**src/sopd_consts.vh**
```
`ifndef SOPD_CONSTS_VH
`define SOPD_CONSTS_VH
// ----------------------------------------
// APB register map (byte addresses)
// ----------------------------------------
`define SOPD_A_CTRL     8'h00
`define SOPD_A_STATUS   8'h04
`define SOPD_A_COUNT    8'h08
`define SOPD_A_PTR1     8'h0C
`define SOPD_A_PTR2     8'h10
`define SOPD_A_TBASE    8'h14
`define SOPD_A_CMPVAL   8'h18
`define SOPD_A_DECODE   8'h1C
`define SOPD_A_RESULT   8'h20
`define SOPD_A_DISP     8'h24
`define SOPD_A_CFG      8'h28
// ----------------------------------------
// Control fields
// ----------------------------------------
`define SOPD_C_START    0
`define SOPD_C_BACK     1
`define SOPD_C_UNTIL    2
`define SOPD_C_WHILE    3
`define SOPD_C_OP_LO    4
`define SOPD_C_OP_HI    5
`define SOPD_C_TRANS    6
`define SOPD_C_SUPER    7
// ----------------------------------------
// String operations
// ----------------------------------------
`define SOPD_OP_MOVE    2'h0
`define SOPD_OP_CMP     2'h1
`define SOPD_OP_SKIP    2'h2
// ----------------------------------------
// Decode opcodes
// ----------------------------------------
`define SOPD_D_ACB      4'h1
`define SOPD_D_LPR      4'h2
`define SOPD_D_SPR      4'h3
`define SOPD_D_BIS      4'h4
`define SOPD_D_BIC      4'h5
`define SOPD_D_SET_CONFIGURATION   4'h6
`define SOPD_D_RETURN_FROM_TRAP     4'h7
`define SOPD_D_RETURN_FROM_INTERRUPT     4'h8
`define SOPD_D_DIA      4'h9
`define SOPD_AREG_PSR   4'h9
`define SOPD_AREG_INTB  4'hE
`define SOPD_LEN_BYTE   2'h0
`define SOPD_DIA_LEN    32'h00000001
`endif

```
**src/sopd_core.v**
```verilog
`include "sopd_consts.vh"
module sopd_core #(
    parameter AW = 24
) (
    // Clock and reset
    input  wire          i_clk,
    input  wire          i_reset,
    input  wire          i_ce,
    // APB slave
    input  wire          i_psel,
    input  wire          i_penable,
    input  wire          i_pwrite,
    input  wire [7:0]    i_paddr,
    input  wire [31:0]   i_pwdata,
    output reg  [31:0]   o_prdata,
    output reg           o_pready,
    output reg           o_pslverr,
    // Operand memory
    output reg           o_mem_req,
    output reg           o_mem_we,
    output reg  [AW-1:0] o_mem_addr,
    output reg  [7:0]    o_mem_wdata,
    input  wire          i_mem_ack,
    input  wire [7:0]    i_mem_rdata,
    // Status
    output reg           o_busy,
    output reg           o_priv_trap
);
    // ----------------------------------------
    // States
    // ----------------------------------------
    localparam S_IDLE = 6'b000001;
    localparam S_RD1  = 6'b000010;
    localparam S_XL   = 6'b000100;
    localparam S_RD2  = 6'b001000;
    localparam S_WR   = 6'b010000;
    localparam S_STEP = 6'b100000;

    reg [5:0]    st_q;
    reg [31:0]   ctrl_q;
    reg [31:0]   cnt_q;
    reg [AW-1:0] p1_q;
    reg [AW-1:0] p2_q;
    reg [AW-1:0] tb_q;
    reg [7:0]    cmpv_q;
    reg [31:0]   dec_q;
    reg [31:0]   res_q;
    reg [31:0]   disp_q;
    reg [31:0]   cfg_q;
    reg [7:0]    e1_q;
    reg [7:0]    e1x_q;
    reg          done_m_q;
    reg          neq_q;
    reg          cfg_we;
    wire [7:0]   xl_rdata;

    wire acc = i_psel & i_penable & o_pready;
    wire wr  = acc & i_pwrite;
    wire [1:0] op    = ctrl_q[`SOPD_C_OP_HI:`SOPD_C_OP_LO];
    wire       trans = ctrl_q[`SOPD_C_TRANS];
    wire       sup   = ctrl_q[`SOPD_C_SUPER];

    // ----------------------------------------
    // Translation table, base from R3
    // ----------------------------------------
    // Index from answer data, so table output is ready in S_XL
    wire [7:0] xl_byte = (st_q == S_RD1) ? i_mem_rdata : e1_q;
    wire [7:0] xl_idx  = xl_byte + tb_q[7:0]; // Wraps within the table
    sopd_xlat_mem #(.AW(8)) u_xlat (
        .i_clk   (i_clk),
        .i_ce    (i_ce),
        .i_we    (1'b0),
        .i_waddr (8'h00),
        .i_wdata (8'h00),
        .i_raddr (xl_idx),
        .o_rdata (xl_rdata)
    );

    // Value that match tests use: translated only on translated ops
    wire [7:0] mval  = trans ? e1x_q : e1_q;
    wire       m_end = (ctrl_q[`SOPD_C_UNTIL] & (mval == cmpv_q))
                     | (ctrl_q[`SOPD_C_WHILE] & (mval != cmpv_q));

    // ----------------------------------------
    // Decoder for privileged and special ops
    // ----------------------------------------
    wire [3:0]  d_op   = dec_q[3:0];
    wire [3:0]  d_areg = dec_q[7:4];
    wire [1:0]  d_len  = dec_q[9:8];
    wire [3:0]  d_qk   = dec_q[15:12];
    reg         priv;
    reg         cfgld;
    reg  [31:0] sum;
    always @* begin
        priv  = 1'b0;
        cfgld = 1'b0;
        sum   = res_q + {{28{d_qk[3]}}, d_qk};
        case (d_op)
            `SOPD_D_LPR, `SOPD_D_SPR:
                priv = (d_areg == `SOPD_AREG_PSR) | (d_areg == `SOPD_AREG_INTB);
            `SOPD_D_BIS, `SOPD_D_BIC:
                priv = (d_len != `SOPD_LEN_BYTE);
            `SOPD_D_SET_CONFIGURATION: begin
                priv  = 1'b1;
                cfgld = sup;
            end
            `SOPD_D_RETURN_FROM_TRAP, `SOPD_D_RETURN_FROM_INTERRUPT:
                priv = 1'b1;
            default: priv = 1'b0;
        endcase
    end
    always @* begin
        cfg_we = wr & (i_paddr == `SOPD_A_DECODE) & (i_pwdata[3:0] == `SOPD_D_SET_CONFIGURATION)
               & sup & ~o_busy;
    end

    // ----------------------------------------
    // APB and sequencer
    // ----------------------------------------
    always @(posedge i_clk) begin
        if (i_reset) begin
            st_q        <= S_IDLE;
            ctrl_q      <= 32'h00000000;
            cnt_q       <= 32'h00000000;
            p1_q        <= {AW{1'b0}};
            p2_q        <= {AW{1'b0}};
            tb_q        <= {AW{1'b0}};
            cmpv_q      <= 8'h00;
            dec_q       <= 32'h00000000;
            res_q       <= 32'h00000000;
            disp_q      <= 32'h00000000;
            cfg_q       <= 32'h00000000;
            e1_q        <= 8'h00;
            e1x_q       <= 8'h00;
            done_m_q    <= 1'b0;
            neq_q       <= 1'b0;
            o_prdata    <= 32'h00000000;
            o_pready    <= 1'b0;
            o_pslverr   <= 1'b0;
            o_mem_req   <= 1'b0;
            o_mem_we    <= 1'b0;
            o_mem_addr  <= {AW{1'b0}};
            o_mem_wdata <= 8'h00;
            o_busy      <= 1'b0;
            o_priv_trap <= 1'b0;
        end else if (i_ce) begin
            // No wait state: ready in the cycle after setup
            o_pready  <= i_psel & ~i_penable;
            o_pslverr <= 1'b0;
            if (i_psel & ~i_penable & ~i_pwrite) begin
                case (i_paddr)
                    `SOPD_A_CTRL:   o_prdata <= ctrl_q;
                    `SOPD_A_STATUS: o_prdata <= {28'h0000000, neq_q, done_m_q,
                                                 o_priv_trap, o_busy};
                    `SOPD_A_COUNT:  o_prdata <= cnt_q;
                    `SOPD_A_PTR1:   o_prdata <= {{(32-AW){1'b0}}, p1_q};
                    `SOPD_A_PTR2:   o_prdata <= {{(32-AW){1'b0}}, p2_q};
                    `SOPD_A_TBASE:  o_prdata <= {{(32-AW){1'b0}}, tb_q};
                    `SOPD_A_CMPVAL: o_prdata <= {24'h000000, cmpv_q};
                    `SOPD_A_DECODE: o_prdata <= dec_q;
                    `SOPD_A_RESULT: o_prdata <= res_q;
                    `SOPD_A_DISP:   o_prdata <= disp_q;
                    `SOPD_A_CFG:    o_prdata <= cfg_q;
                    default:        o_prdata <= 32'h00000000;
                endcase
            end
            if (i_psel & ~i_penable & (i_paddr > `SOPD_A_CFG)) begin
                o_pslverr <= 1'b1;
            end
            // Registers are frozen while a string op runs, so writes then are dropped
            if (wr & ~o_busy) begin
                case (i_paddr)
                    `SOPD_A_CTRL:   ctrl_q <= i_pwdata;
                    `SOPD_A_COUNT:  cnt_q  <= i_pwdata;
                    `SOPD_A_PTR1:   p1_q   <= i_pwdata[AW-1:0];
                    `SOPD_A_PTR2:   p2_q   <= i_pwdata[AW-1:0];
                    `SOPD_A_TBASE:  tb_q   <= i_pwdata[AW-1:0];
                    `SOPD_A_CMPVAL: cmpv_q <= i_pwdata[7:0];
                    `SOPD_A_RESULT: res_q  <= i_pwdata;
                    `SOPD_A_DISP:   disp_q <= i_pwdata;
                    `SOPD_A_DECODE: dec_q  <= i_pwdata;
                    default:        ctrl_q <= ctrl_q;
                endcase
            end
            if (cfg_we) begin
                cfg_q <= res_q;
            end
            // Decode evaluation one cycle after the decode word lands
            if (wr & (i_paddr == `SOPD_A_DECODE)) begin
                o_priv_trap <= 1'b0;
            end else if (dec_q[31]) begin
                dec_q[31]   <= 1'b0;
                o_priv_trap <= priv & ~sup;
                if (d_op == `SOPD_D_ACB) begin
                    res_q  <= sum;
                    disp_q <= (sum != 32'h00000000) ? disp_q : 32'h00000000;
                end else if (d_op == `SOPD_D_DIA) begin
                    disp_q <= 32'h00000000;
                    res_q  <= `SOPD_DIA_LEN;
                end
                if (cfgld) begin
                    cfg_q <= res_q;
                end
            end
            case (st_q)
                S_IDLE: begin
                    if (wr & ~o_busy & (i_paddr == `SOPD_A_CTRL) & i_pwdata[`SOPD_C_START]) begin
                        o_busy   <= 1'b1;
                        done_m_q <= 1'b0;
                        neq_q    <= 1'b0;
                        if (cnt_q == 32'h00000000) begin
                            o_busy <= 1'b0;
                        end else begin
                            st_q       <= S_RD1;
                            o_mem_req  <= 1'b1;
                            o_mem_we   <= 1'b0;
                            o_mem_addr <= p1_q;
                        end
                    end
                end
                S_RD1: if (i_mem_ack) begin
                    o_mem_req <= 1'b0;
                    e1_q      <= i_mem_rdata;
                    st_q      <= trans ? S_XL : S_STEP;
                    if (op == `SOPD_OP_CMP) begin
                        st_q       <= S_RD2;
                        o_mem_req  <= ~trans;
                        o_mem_addr <= p2_q;
                    end else if (op == `SOPD_OP_MOVE & ~trans) begin
                        st_q        <= S_WR;
                        o_mem_req   <= 1'b1;
                        o_mem_we    <= 1'b1;
                        o_mem_addr  <= p2_q;
                        o_mem_wdata <= i_mem_rdata;
                    end
                end
                S_XL: begin
                    e1x_q <= xl_rdata;
                    st_q  <= S_STEP;
                    if (op == `SOPD_OP_MOVE) begin
                        st_q        <= S_WR;
                        o_mem_req   <= 1'b1;
                        o_mem_we    <= 1'b1;
                        o_mem_addr  <= p2_q;
                        o_mem_wdata <= xl_rdata;
                    end else if (op == `SOPD_OP_CMP) begin
                        st_q       <= S_RD2;
                        o_mem_req  <= 1'b1;
                        o_mem_addr <= p2_q;
                    end
                end
                S_RD2: begin
                    if (trans & ~o_mem_req) begin
                        st_q <= S_XL; // translate first, then fetch second
                    end else if (i_mem_ack) begin
                        o_mem_req <= 1'b0;
                        st_q      <= S_STEP;
                        neq_q     <= ((trans ? e1x_q : e1_q) != i_mem_rdata);
                    end
                end
                S_WR: if (i_mem_ack) begin
                    o_mem_req <= 1'b0;
                    o_mem_we  <= 1'b0;
                    st_q      <= S_STEP;
                end
                S_STEP: begin
                    if (ctrl_q[`SOPD_C_BACK]) begin
                        p1_q <= p1_q - 1'b1;
                        p2_q <= p2_q - 1'b1;
                    end else begin
                        p1_q <= p1_q + 1'b1;
                        p2_q <= p2_q + 1'b1;
                    end
                    cnt_q <= cnt_q - 32'h00000001;
                    if ((cnt_q == 32'h00000001) | m_end | neq_q) begin
                        st_q     <= S_IDLE;
                        o_busy   <= 1'b0;
                        done_m_q <= m_end;
                    end else begin
                        st_q       <= S_RD1;
                        o_mem_req  <= 1'b1;
                        o_mem_addr <= ctrl_q[`SOPD_C_BACK] ? p1_q - 1'b1 : p1_q + 1'b1;
                    end
                end
                default: st_q <= S_IDLE;
            endcase
        end
    end
endmodule

```
**src/sopd_xlat_mem.v**
```verilog
module sopd_xlat_mem #(
    parameter AW = 8
) (
    // Clock
    input  wire          i_clk,
    input  wire          i_ce,
    // Write port
    input  wire          i_we,
    input  wire [AW-1:0] i_waddr,
    input  wire [7:0]    i_wdata,
    // Read port
    input  wire [AW-1:0] i_raddr,
    output reg  [7:0]    o_rdata
);
    reg [7:0] mem [0:(1<<AW)-1];
    always @(posedge i_clk) begin
        if (i_ce) begin
            if (i_we) begin
                mem[i_waddr] <= i_wdata;
            end
            o_rdata <= mem[i_raddr];
        end
    end
endmodule
```
**config.mk**
```make
export PLATFORM = sky130hd
export DESIGN_NAME = sopd_core
export DESIGN_NICKNAME = d
export VERILOG_FILES = /design/src/sopd_core.v /design/src/sopd_xlat_mem.v
export VERILOG_INCLUDE_DIRS = /design/src /design/src/src
export SDC_FILE = /design/constraint.sdc
export NUM_CORES = 1
export LEC_CHECK = 0
export BUFFER_PORTS_ARGS = -buffer_cell sky130_fd_sc_hd__buf_4
export CORE_ASPECT_RATIO = 2
export CORE_MARGIN = 3
export CORE_UTILIZATION = 41
export CTS_CLUSTER_DIAMETER = 120
export DETAILED_ROUTE_END_ITERATION = 8
export PLACE_DENSITY = 0.68
export SLEW_MARGIN = 20
export SYNTH_ARGS = -nofsm -noshare
export SYNTH_HDL_FRONTEND = slang
export SYNTH_SLANG_ARGS = --single-unit
```
**constraint.sdc**
```tcl
create_clock -name i_clk -period 4.61 [get_ports i_clk]
set_clock_uncertainty 0.1 [all_clocks]
set_input_delay 0.922 -clock i_clk [delete_from_list [all_inputs] [get_ports i_clk]]
set_output_delay 0.922 -clock i_clk [all_outputs]
set_load 0.01 [all_outputs]
```
# Word-level counts from Yosys, hierarchy flattened

Cells that the tools add are included.

Logic and storage cells: 240
Register bits after elaboration: 374
Output and inout bits: 70

Bitwise gates (word level): 28
Reductions and logical operators: 38
Add/subtract/negate cells: 6
Muxes and demuxes: 94
Equal/unequal tests: 47
Order comparisons: 1

Operators by type and width:

| kind                                                  | number |
|---|---|
| 2-to-1 mux 32 bit                                     | 22 |
| 2-to-1 mux 24 bit                                     | 16 |
| one-hot mux 32 bit (11 select lines)                  | 1 |
| one-hot mux 24 bit (4 select lines)                   | 1 |
| 2-to-1 mux 6 bit                                      | 10 |
| adder 24 x 1 -> 24 bit (second input constant)        | 2 |
| subtractor 24 x 1 -> 24 bit (second input constant)   | 2 |
| 2-to-1 mux 8 bit                                      | 5 |
| one-hot mux 6 bit (6 select lines)                    | 1 |
| adder 32 bit                                          | 1 |
| equality test 32 x 1 -> 1 bit (second input constant) | 1 |
| equality test 8 x 5 -> 1 bit (second input constant)  | 4 |
| zero test 32 bit                                      | 1 |
| nonzero test 32 bit                                   | 1 |
| subtractor 32 x 1 -> 32 bit (second input constant)   | 1 |
| 2-to-1 mux 1 bit                                      | 30 |
| equality test 8 x 6 -> 1 bit (second input constant)  | 3 |
| AND reduction 3 bit                                   | 8 |
| equality test 4 x 3 -> 1 bit (second input constant)  | 5 |
| != test 2 bit (second input constant)                 | 10 |
| AND 1 bit                                             | 18 |
| nonzero test 2 bit                                    | 9 |
| equality test 4 bit (second input constant)           | 4 |
| equality test 8 x 4 -> 1 bit (second input constant)  | 2 |
| other kinds (37)                                      | 56 |

# Logic depth before layout (Yosys ltp)

Word-level depth: 11
Depth in mapped cells: 15

# Cells and area by module

From an unflattened synthesis, not the netlist that was laid out.

Cells, all modules: 6521
Area total of the unflattened synthesis: 101357.2 µm²

By module, submodules not included:

| module        | area an instance (µm²) | seq. area each (µm²) | instances | cells an instance |
|---|---|---|---|---|
| sopd_xlat_mem | 79945.4                | 61739.2              | 1         | 3762 |
| sopd_core     | 21411.8                | 7327.0               | 1         | 2759 |

# Worst setup path after synthesis

Ideal clock, no wire load.

Path kind: flip-flop to flip-flop
Start point: reg ctrl_q[1]
End point: reg p2_q[23]
Arrival time: 3.864 ns
Slack: 0.531 ns
Clock period less this slack: 4.079 ns
Buffers on the path: 0
Data required time: 4.395 ns
Cell stages (with the launch flop): 13
Library setup time: 0.115 ns
Path through: dfxtp_1 -> ha_1 -> a21o_1 -> a21oi_1 -> o31ai_1 -> o41ai_2 -> o211ai_1 -> a31o_2 -> a21oi_1 -> xnor2_1 -> nand3_1 -> o21ai_0 -> a2111oi_0

Word-level cells in the longest chain between the ends: 2

Ends and longest elaborated chain:

| what                   | line            | source |
|---|---|---|
| from (decl)            | sopd_core.v:40  | `reg [31:0] ctrl_q;` |
| from (signal assigned) | sopd_core.v:173 | `` `SOPD_A_CTRL: ctrl_q <= i_pwdata; `` |
| from (signal assigned) | sopd_core.v:182 | `default: ctrl_q <= ctrl_q;` |
| 2-to-1 mux 24 bit      | sopd_core.v:267 | `` if (ctrl_q[`SOPD_C_BACK]) begin `` |
| 2-to-1 mux 24 bit      | sopd_core.v:205 | `case (st_q)` |
| to (signal assigned)   | sopd_core.v:176 | `` `SOPD_A_PTR2: p2_q <= i_pwdata[AW-1:0]; `` |
| to (signal assigned)   | sopd_core.v:269 | `p2_q <= p2_q - 1'b1;` |
| to (signal assigned)   | sopd_core.v:272 | `p2_q <= p2_q + 1'b1;` |
| to (decl)              | sopd_core.v:43  | `reg [AW-1:0] p2_q;` |

No other way between the ends.
A chain may end at the register's enable or synchronous reset.

# Worst setup path in the final report

Start point: reg res_q[0]
End point: reg disp_q[0]

Word-level cells in the longest chain between the ends: 4

Ends and longest elaborated chain:

| what                          | line            | source |
|---|---|---|
| from (decl)                   | sopd_core.v:47  | `reg [31:0] res_q;` |
| from (signal assigned)        | sopd_core.v:179 | `` `SOPD_A_RESULT: res_q <= i_pwdata; `` |
| from (signal assigned)        | sopd_core.v:195 | `res_q <= sum;` |
| from (signal assigned)        | sopd_core.v:199 | `` res_q <= `SOPD_DIA_LEN; `` |
| adder 32 bit                  | sopd_core.v:97  | `sum = res_q + {{28{d_qk[3]}}, d_qk};` |
| nonzero test 32 bit           | sopd_core.v:196 | `disp_q <= (sum != 32'h00000000) ? disp_q : 32'h00000000;` |
| != test 4 bit (no line)       | --              |  |
| AND reduction 2 bit (no line) | --              |  |
| to (signal assigned)          | sopd_core.v:180 | `` `SOPD_A_DISP: disp_q <= i_pwdata; `` |
| to (signal assigned)          | sopd_core.v:196 |  |
| to (decl)                     | sopd_core.v:48  | `reg [31:0] disp_q;` |

No other way between the ends.

==> impl_metrics.env <==
export IMPL_maxCapViolCount=0
export IMPL_met1_usage=0.323
export IMPL_combPwrFrac=0.178
export IMPL_slowest_delay_ns=0.50
export IMPL_crit_type="reg -> reg"
export IMPL_fill_cells=4960
export IMPL_rrSetupSlack_ns=0.38
export IMPL_start_util=0.414
export IMPL_grt_first_pass_wirelength_um=118000
export IMPL_pre_cts_ws_ns=0.322
export IMPL_p_per_area_mw_per_mm2=321
export IMPL_status="completed"
export IMPL_cts_clk_slew_worst_paths_ns=0.07
export IMPL_grt_busiest_layer="met2"
export IMPL_reg2reg_depth=15
export IMPL_post_synth_instance_area_sq_mm=0.0207
export IMPL_area_sequential_sq_mm=0.00717
export IMPL_pwr_share_clk=0.377
export IMPL_worstSetupStartpointType="flop"
export IMPL_hold_path_class="reg -> reg"
export IMPL_fin_crit_ns=4.23
export IMPL_internal_power_mw=5.20
export IMPL_timing_fmax_mhz=237
export IMPL_async_flop_share=0
export IMPL_insertion_delay_ns=0.55
export IMPL_gp_congestion=0.944
export IMPL_fin_tns_setup_ns=0
export IMPL_slew_headroom=0.325
export IMPL_die_area_sq_mm=0.0535
export IMPL_root_buffer="clkbuf_16"
export IMPL_worstPathRequired_ns=4.93
export IMPL_cts_tree="built"
export IMPL_reg2reg_to="disp_q[0]$_SDFFE_PP0P_"
export IMPL_final_core_utilization=0.467
export IMPL_hold_path_end="ctrl_q[11]$_SDFFE_PP0P_"
export IMPL_clock_sinks=358
export IMPL_switching_share=0.307
export IMPL_vias_per_cell=6.38
export IMPL_postCtsResizedCells=0
export IMPL_synth_nets=2779
export IMPL_cp_top_family="simple AND/OR/NAND/NOR gates"
export IMPL_leakagePower_nw=8.61
export IMPL_htreeDepth=2
export IMPL_vias=21328
export IMPL_antenna_found_initial=2
export IMPL_rsz0062_at_grt="false"
export IMPL_worstMarginPinSlew_ns=1.01
export IMPL_ys_ff_latch=358
export IMPL_track_usage=0.282
export IMPL_met3_usage=0.0337
export IMPL_synthDistinctLibCells=79
export IMPL_hold_start="ctrl_q[11]$_SDFFE_PP0P_"
export IMPL_clockBufferDepth=3
export IMPL_slew_viol_final=0
export IMPL_cts_made_buffers=35
export IMPL_grt_pass1_vias=20721
export IMPL_seqPwrFrac=0.445
export IMPL_drc_errors=0
export IMPL_ys_flop_type="dfxtp_1"
export IMPL_syn_instance_count=2644
export IMPL_arrival_ns=4.55
export IMPL_drt_total_wl_um=77500
export IMPL_die_w_um=165
export IMPL_final_area_sq_mm=0.0234
export IMPL_fin_crit_sh=0.917
export IMPL_cts_hold_buffers_added=0
export IMPL_cp_cell_sequence="ha_1 -> inv_1 -> fa_1 -> nor2b_4 -> o2111a_1 -> nor3_2 -> o21ai_0 -> xor2_1 -> or3_1 -> or4_1 -> nor4_2 -> nand4_1 -> nor4b_4 -> buf_12 -> o21ai_0"
export IMPL_core_area_sq_mm=0.0501
export IMPL_ir_worst_vdd_uv=206
export IMPL_drive_gt1_frac=0.114
export IMPL_ys_seq_area_frac=0.346
export IMPL_rows=116
export IMPL_fin_nets=2805
export IMPL_grt_start_max_net_pins=124
export IMPL_overflow=0
export IMPL_wire_per_inst_um=23.2
export IMPL_min_path_cells=2
export IMPL_switchingPower_mw=2.31
export IMPL_path_buf_inv=2
export IMPL_post_cts_buffers=0
export IMPL_worst_path_most_repeated_cell="o21ai_0"
export IMPL_multi_input_area_sq_mm=0.0127
export IMPL_area_delta_synth_final_pct=12.9
export IMPL_yosys_warnings=0
export IMPL_grtUsageMet2=0.487
export IMPL_finalHoldViolCount=0
export IMPL_setup_viol=0
export IMPL_final_antenna_net_count=0
export IMPL_antenna_cells=0
export IMPL_io_pins=125
export IMPL_cp_startpoint="res_q[0]$_SDFFE_PP0P_"
export IMPL_placed_area_sq_mm=0.0223
export IMPL_first_iter_violations=2065
export IMPL_worst_slack_ns=0.384
export IMPL_crit_fanout=32
export IMPL_total_power_mw=7.50
export IMPL_portBuffers=124
export IMPL_avgSynthCellArea_sq_um=7.84
export IMPL_end_kind="flop"
export IMPL_r2r_start="res_q[0]$_SDFFE_PP0P_"
export IMPL_die_h_um=324
export IMPL_firstDrtPassIters=6
export IMPL_place_hpwl_um=55200
export IMPL_cp_slowest_cell="or4_1"
export IMPL_synth_edf_count=0
metrics by stage:
step	hold slack, ns	cells
2_1_floorplan	0.330	2644
3_3_place_gp	0.337	3282
3_5_place_dp	0.346	3282
4_1_cts	0.354	3342
5_1_grt	0.373	3342
6_report	0.355	3342
logic make-up after synthesis:
logic type,count (synthesis),share of synthesized area
compound gates,836,0.279
xor+xnor,76,0.0321
fa+ha+maj,80,0.0494
buf+inv,230,0.0433
flops,358,0.346
mux,75,0.0362
simple gates,989,0.214
power groups by stage:
stage	registers, mW	logic [mW]	clock network [mW]
after floorplan	3.38	0.826	0
final	3.34	1.34	2.83
after CTS	3.33	1.32	2.86
after detailed placement	3.40	1.32	0
after global routing	3.35	1.46	2.97
after global placement	3.40	1.29	0
how the worst max path moves through the flow:
stage | slack [ns] | cells after the start | endpoint
6_report | 0.38 | 15 | disp_q[0]$_SDFFE_PP0P_
3_3_place_gp | 0.35 | 12 | disp_q[31]$_SDFFE_PP0P_
5_1_grt | 0.17 | 14 | disp_q[31]$_SDFFE_PP0P_
2_1_floorplan | 0.53 | 12 | p2_q[23]$_SDFFE_PP0P_
3_5_place_dp | 0.32 | 15 | disp_q[0]$_SDFFE_PP0P_
4_1_cts | 0.29 | 15 | disp_q[0]$_SDFFE_PP0P_
flip-flops by register name (all words and copies together), names as in the netlist, 6 cells and up:
register and cells:
res_q 32, cnt_q 32, cmpv_q 8, dec_q 32, disp_q 32, tb_q 24
o_mem_wdata 8, p2_q 24, cfg_q 32, ctrl_q 32, p1_q 24, e1_q 8
o_mem_addr 24, o_prdata 32, st_q 6
layout make-up:
| type | instances | share of cell area |
|---|---|---|
| clock buffer | 48 | 0.0426 |
| clock inverter | 12 | 0.00321 |
| inverter | 32 | 0.00513 |
| multi-input combinational | 2056 | 0.544 |
| sequential | 358 | 0.306 |
| tap | 649 | 0.0347 |
| timing repair buffer | 187 | 0.0640 |
synth_stat cells (all sizes together), types with 13 or more instances:
| master | instances | share of area |
|---|---|---|
| nor2 | 310 | 0.056 |
| a222oi | 19 | 0.0092 |
| a21oi | 228 | 0.056 |
| dfxtp | 358 | 0.35 |
| a211oi | 51 | 0.018 |
| xor2 | 16 | 0.0068 |
| nor4 | 16 | 0.0051 |
| o22ai | 16 | 0.0051 |
| a311oi | 45 | 0.019 |
| a31oi | 26 | 0.0078 |
| and3 | 36 | 0.011 |
| a221oi | 65 | 0.027 |
| nor2b | 14 | 0.0046 |
| inv | 32 | 0.0058 |
| nand2 | 387 | 0.070 |
| buf | 18 | 0.0049 |
| nand2b | 19 | 0.0057 |
| a22o | 34 | 0.014 |
| a22oi | 53 | 0.019 |
| and2 | 14 | 0.0042 |
| o21a | 13 | 0.0047 |
| nand4 | 14 | 0.0042 |
| mux2i | 75 | 0.036 |
| o21bai | 18 | 0.0065 |
| a32oi | 33 | 0.014 |
| clkbuf | 180 | 0.033 |
| ha | 77 | 0.046 |
| nor3 | 69 | 0.017 |
| a21o | 28 | 0.010 |
| xnor2 | 60 | 0.025 |
| or3 | 13 | 0.0039 |
| o21ai | 143 | 0.040 |
| nand3 | 46 | 0.011 |
tightest hold or removal path, stage by stage (launching register included):
cell and delay [ns]:
dfxtp_1 0.31, nand2_1 0.05, a21oi_1 0.05
layer usage:
metal | part of all wire | vias to the layer above
li1 | - | 9807
met1 | 0.36 | 10174
met2 | 0.50 | 1047
met3 | 0.070 | 296
met4 | 0.071 | 4
met5 | 0.00032 | -
placed cells by master, fill, tap and decap left out, drive strengths merged, types with 9 or more instances in the layout:
master	n
a31oi	26
nor3b	10
ha	77
a22oi	53
a221oi	65
a21o	28
o22ai	16
nand2	387
o31ai	11
nor3	69
o21a	13
clkinv	9
nand3b	9
nand4	14
dfxtp	358
a311oi	45
and3	36
a211oi	51
nor2b	14
and2	14
nor2	310
a222oi	19
buf	187
or3	13
nor4	16
a21oi	228
a22o	34
nand3	46
a32oi	33
xnor2	60
o21ai	143
o32ai	11
mux2i	75
o21bai	18
inv	32
nand2b	19
clkbuf	48
xor2	16
No activity file was read; power rests on OpenSTA's default activity.
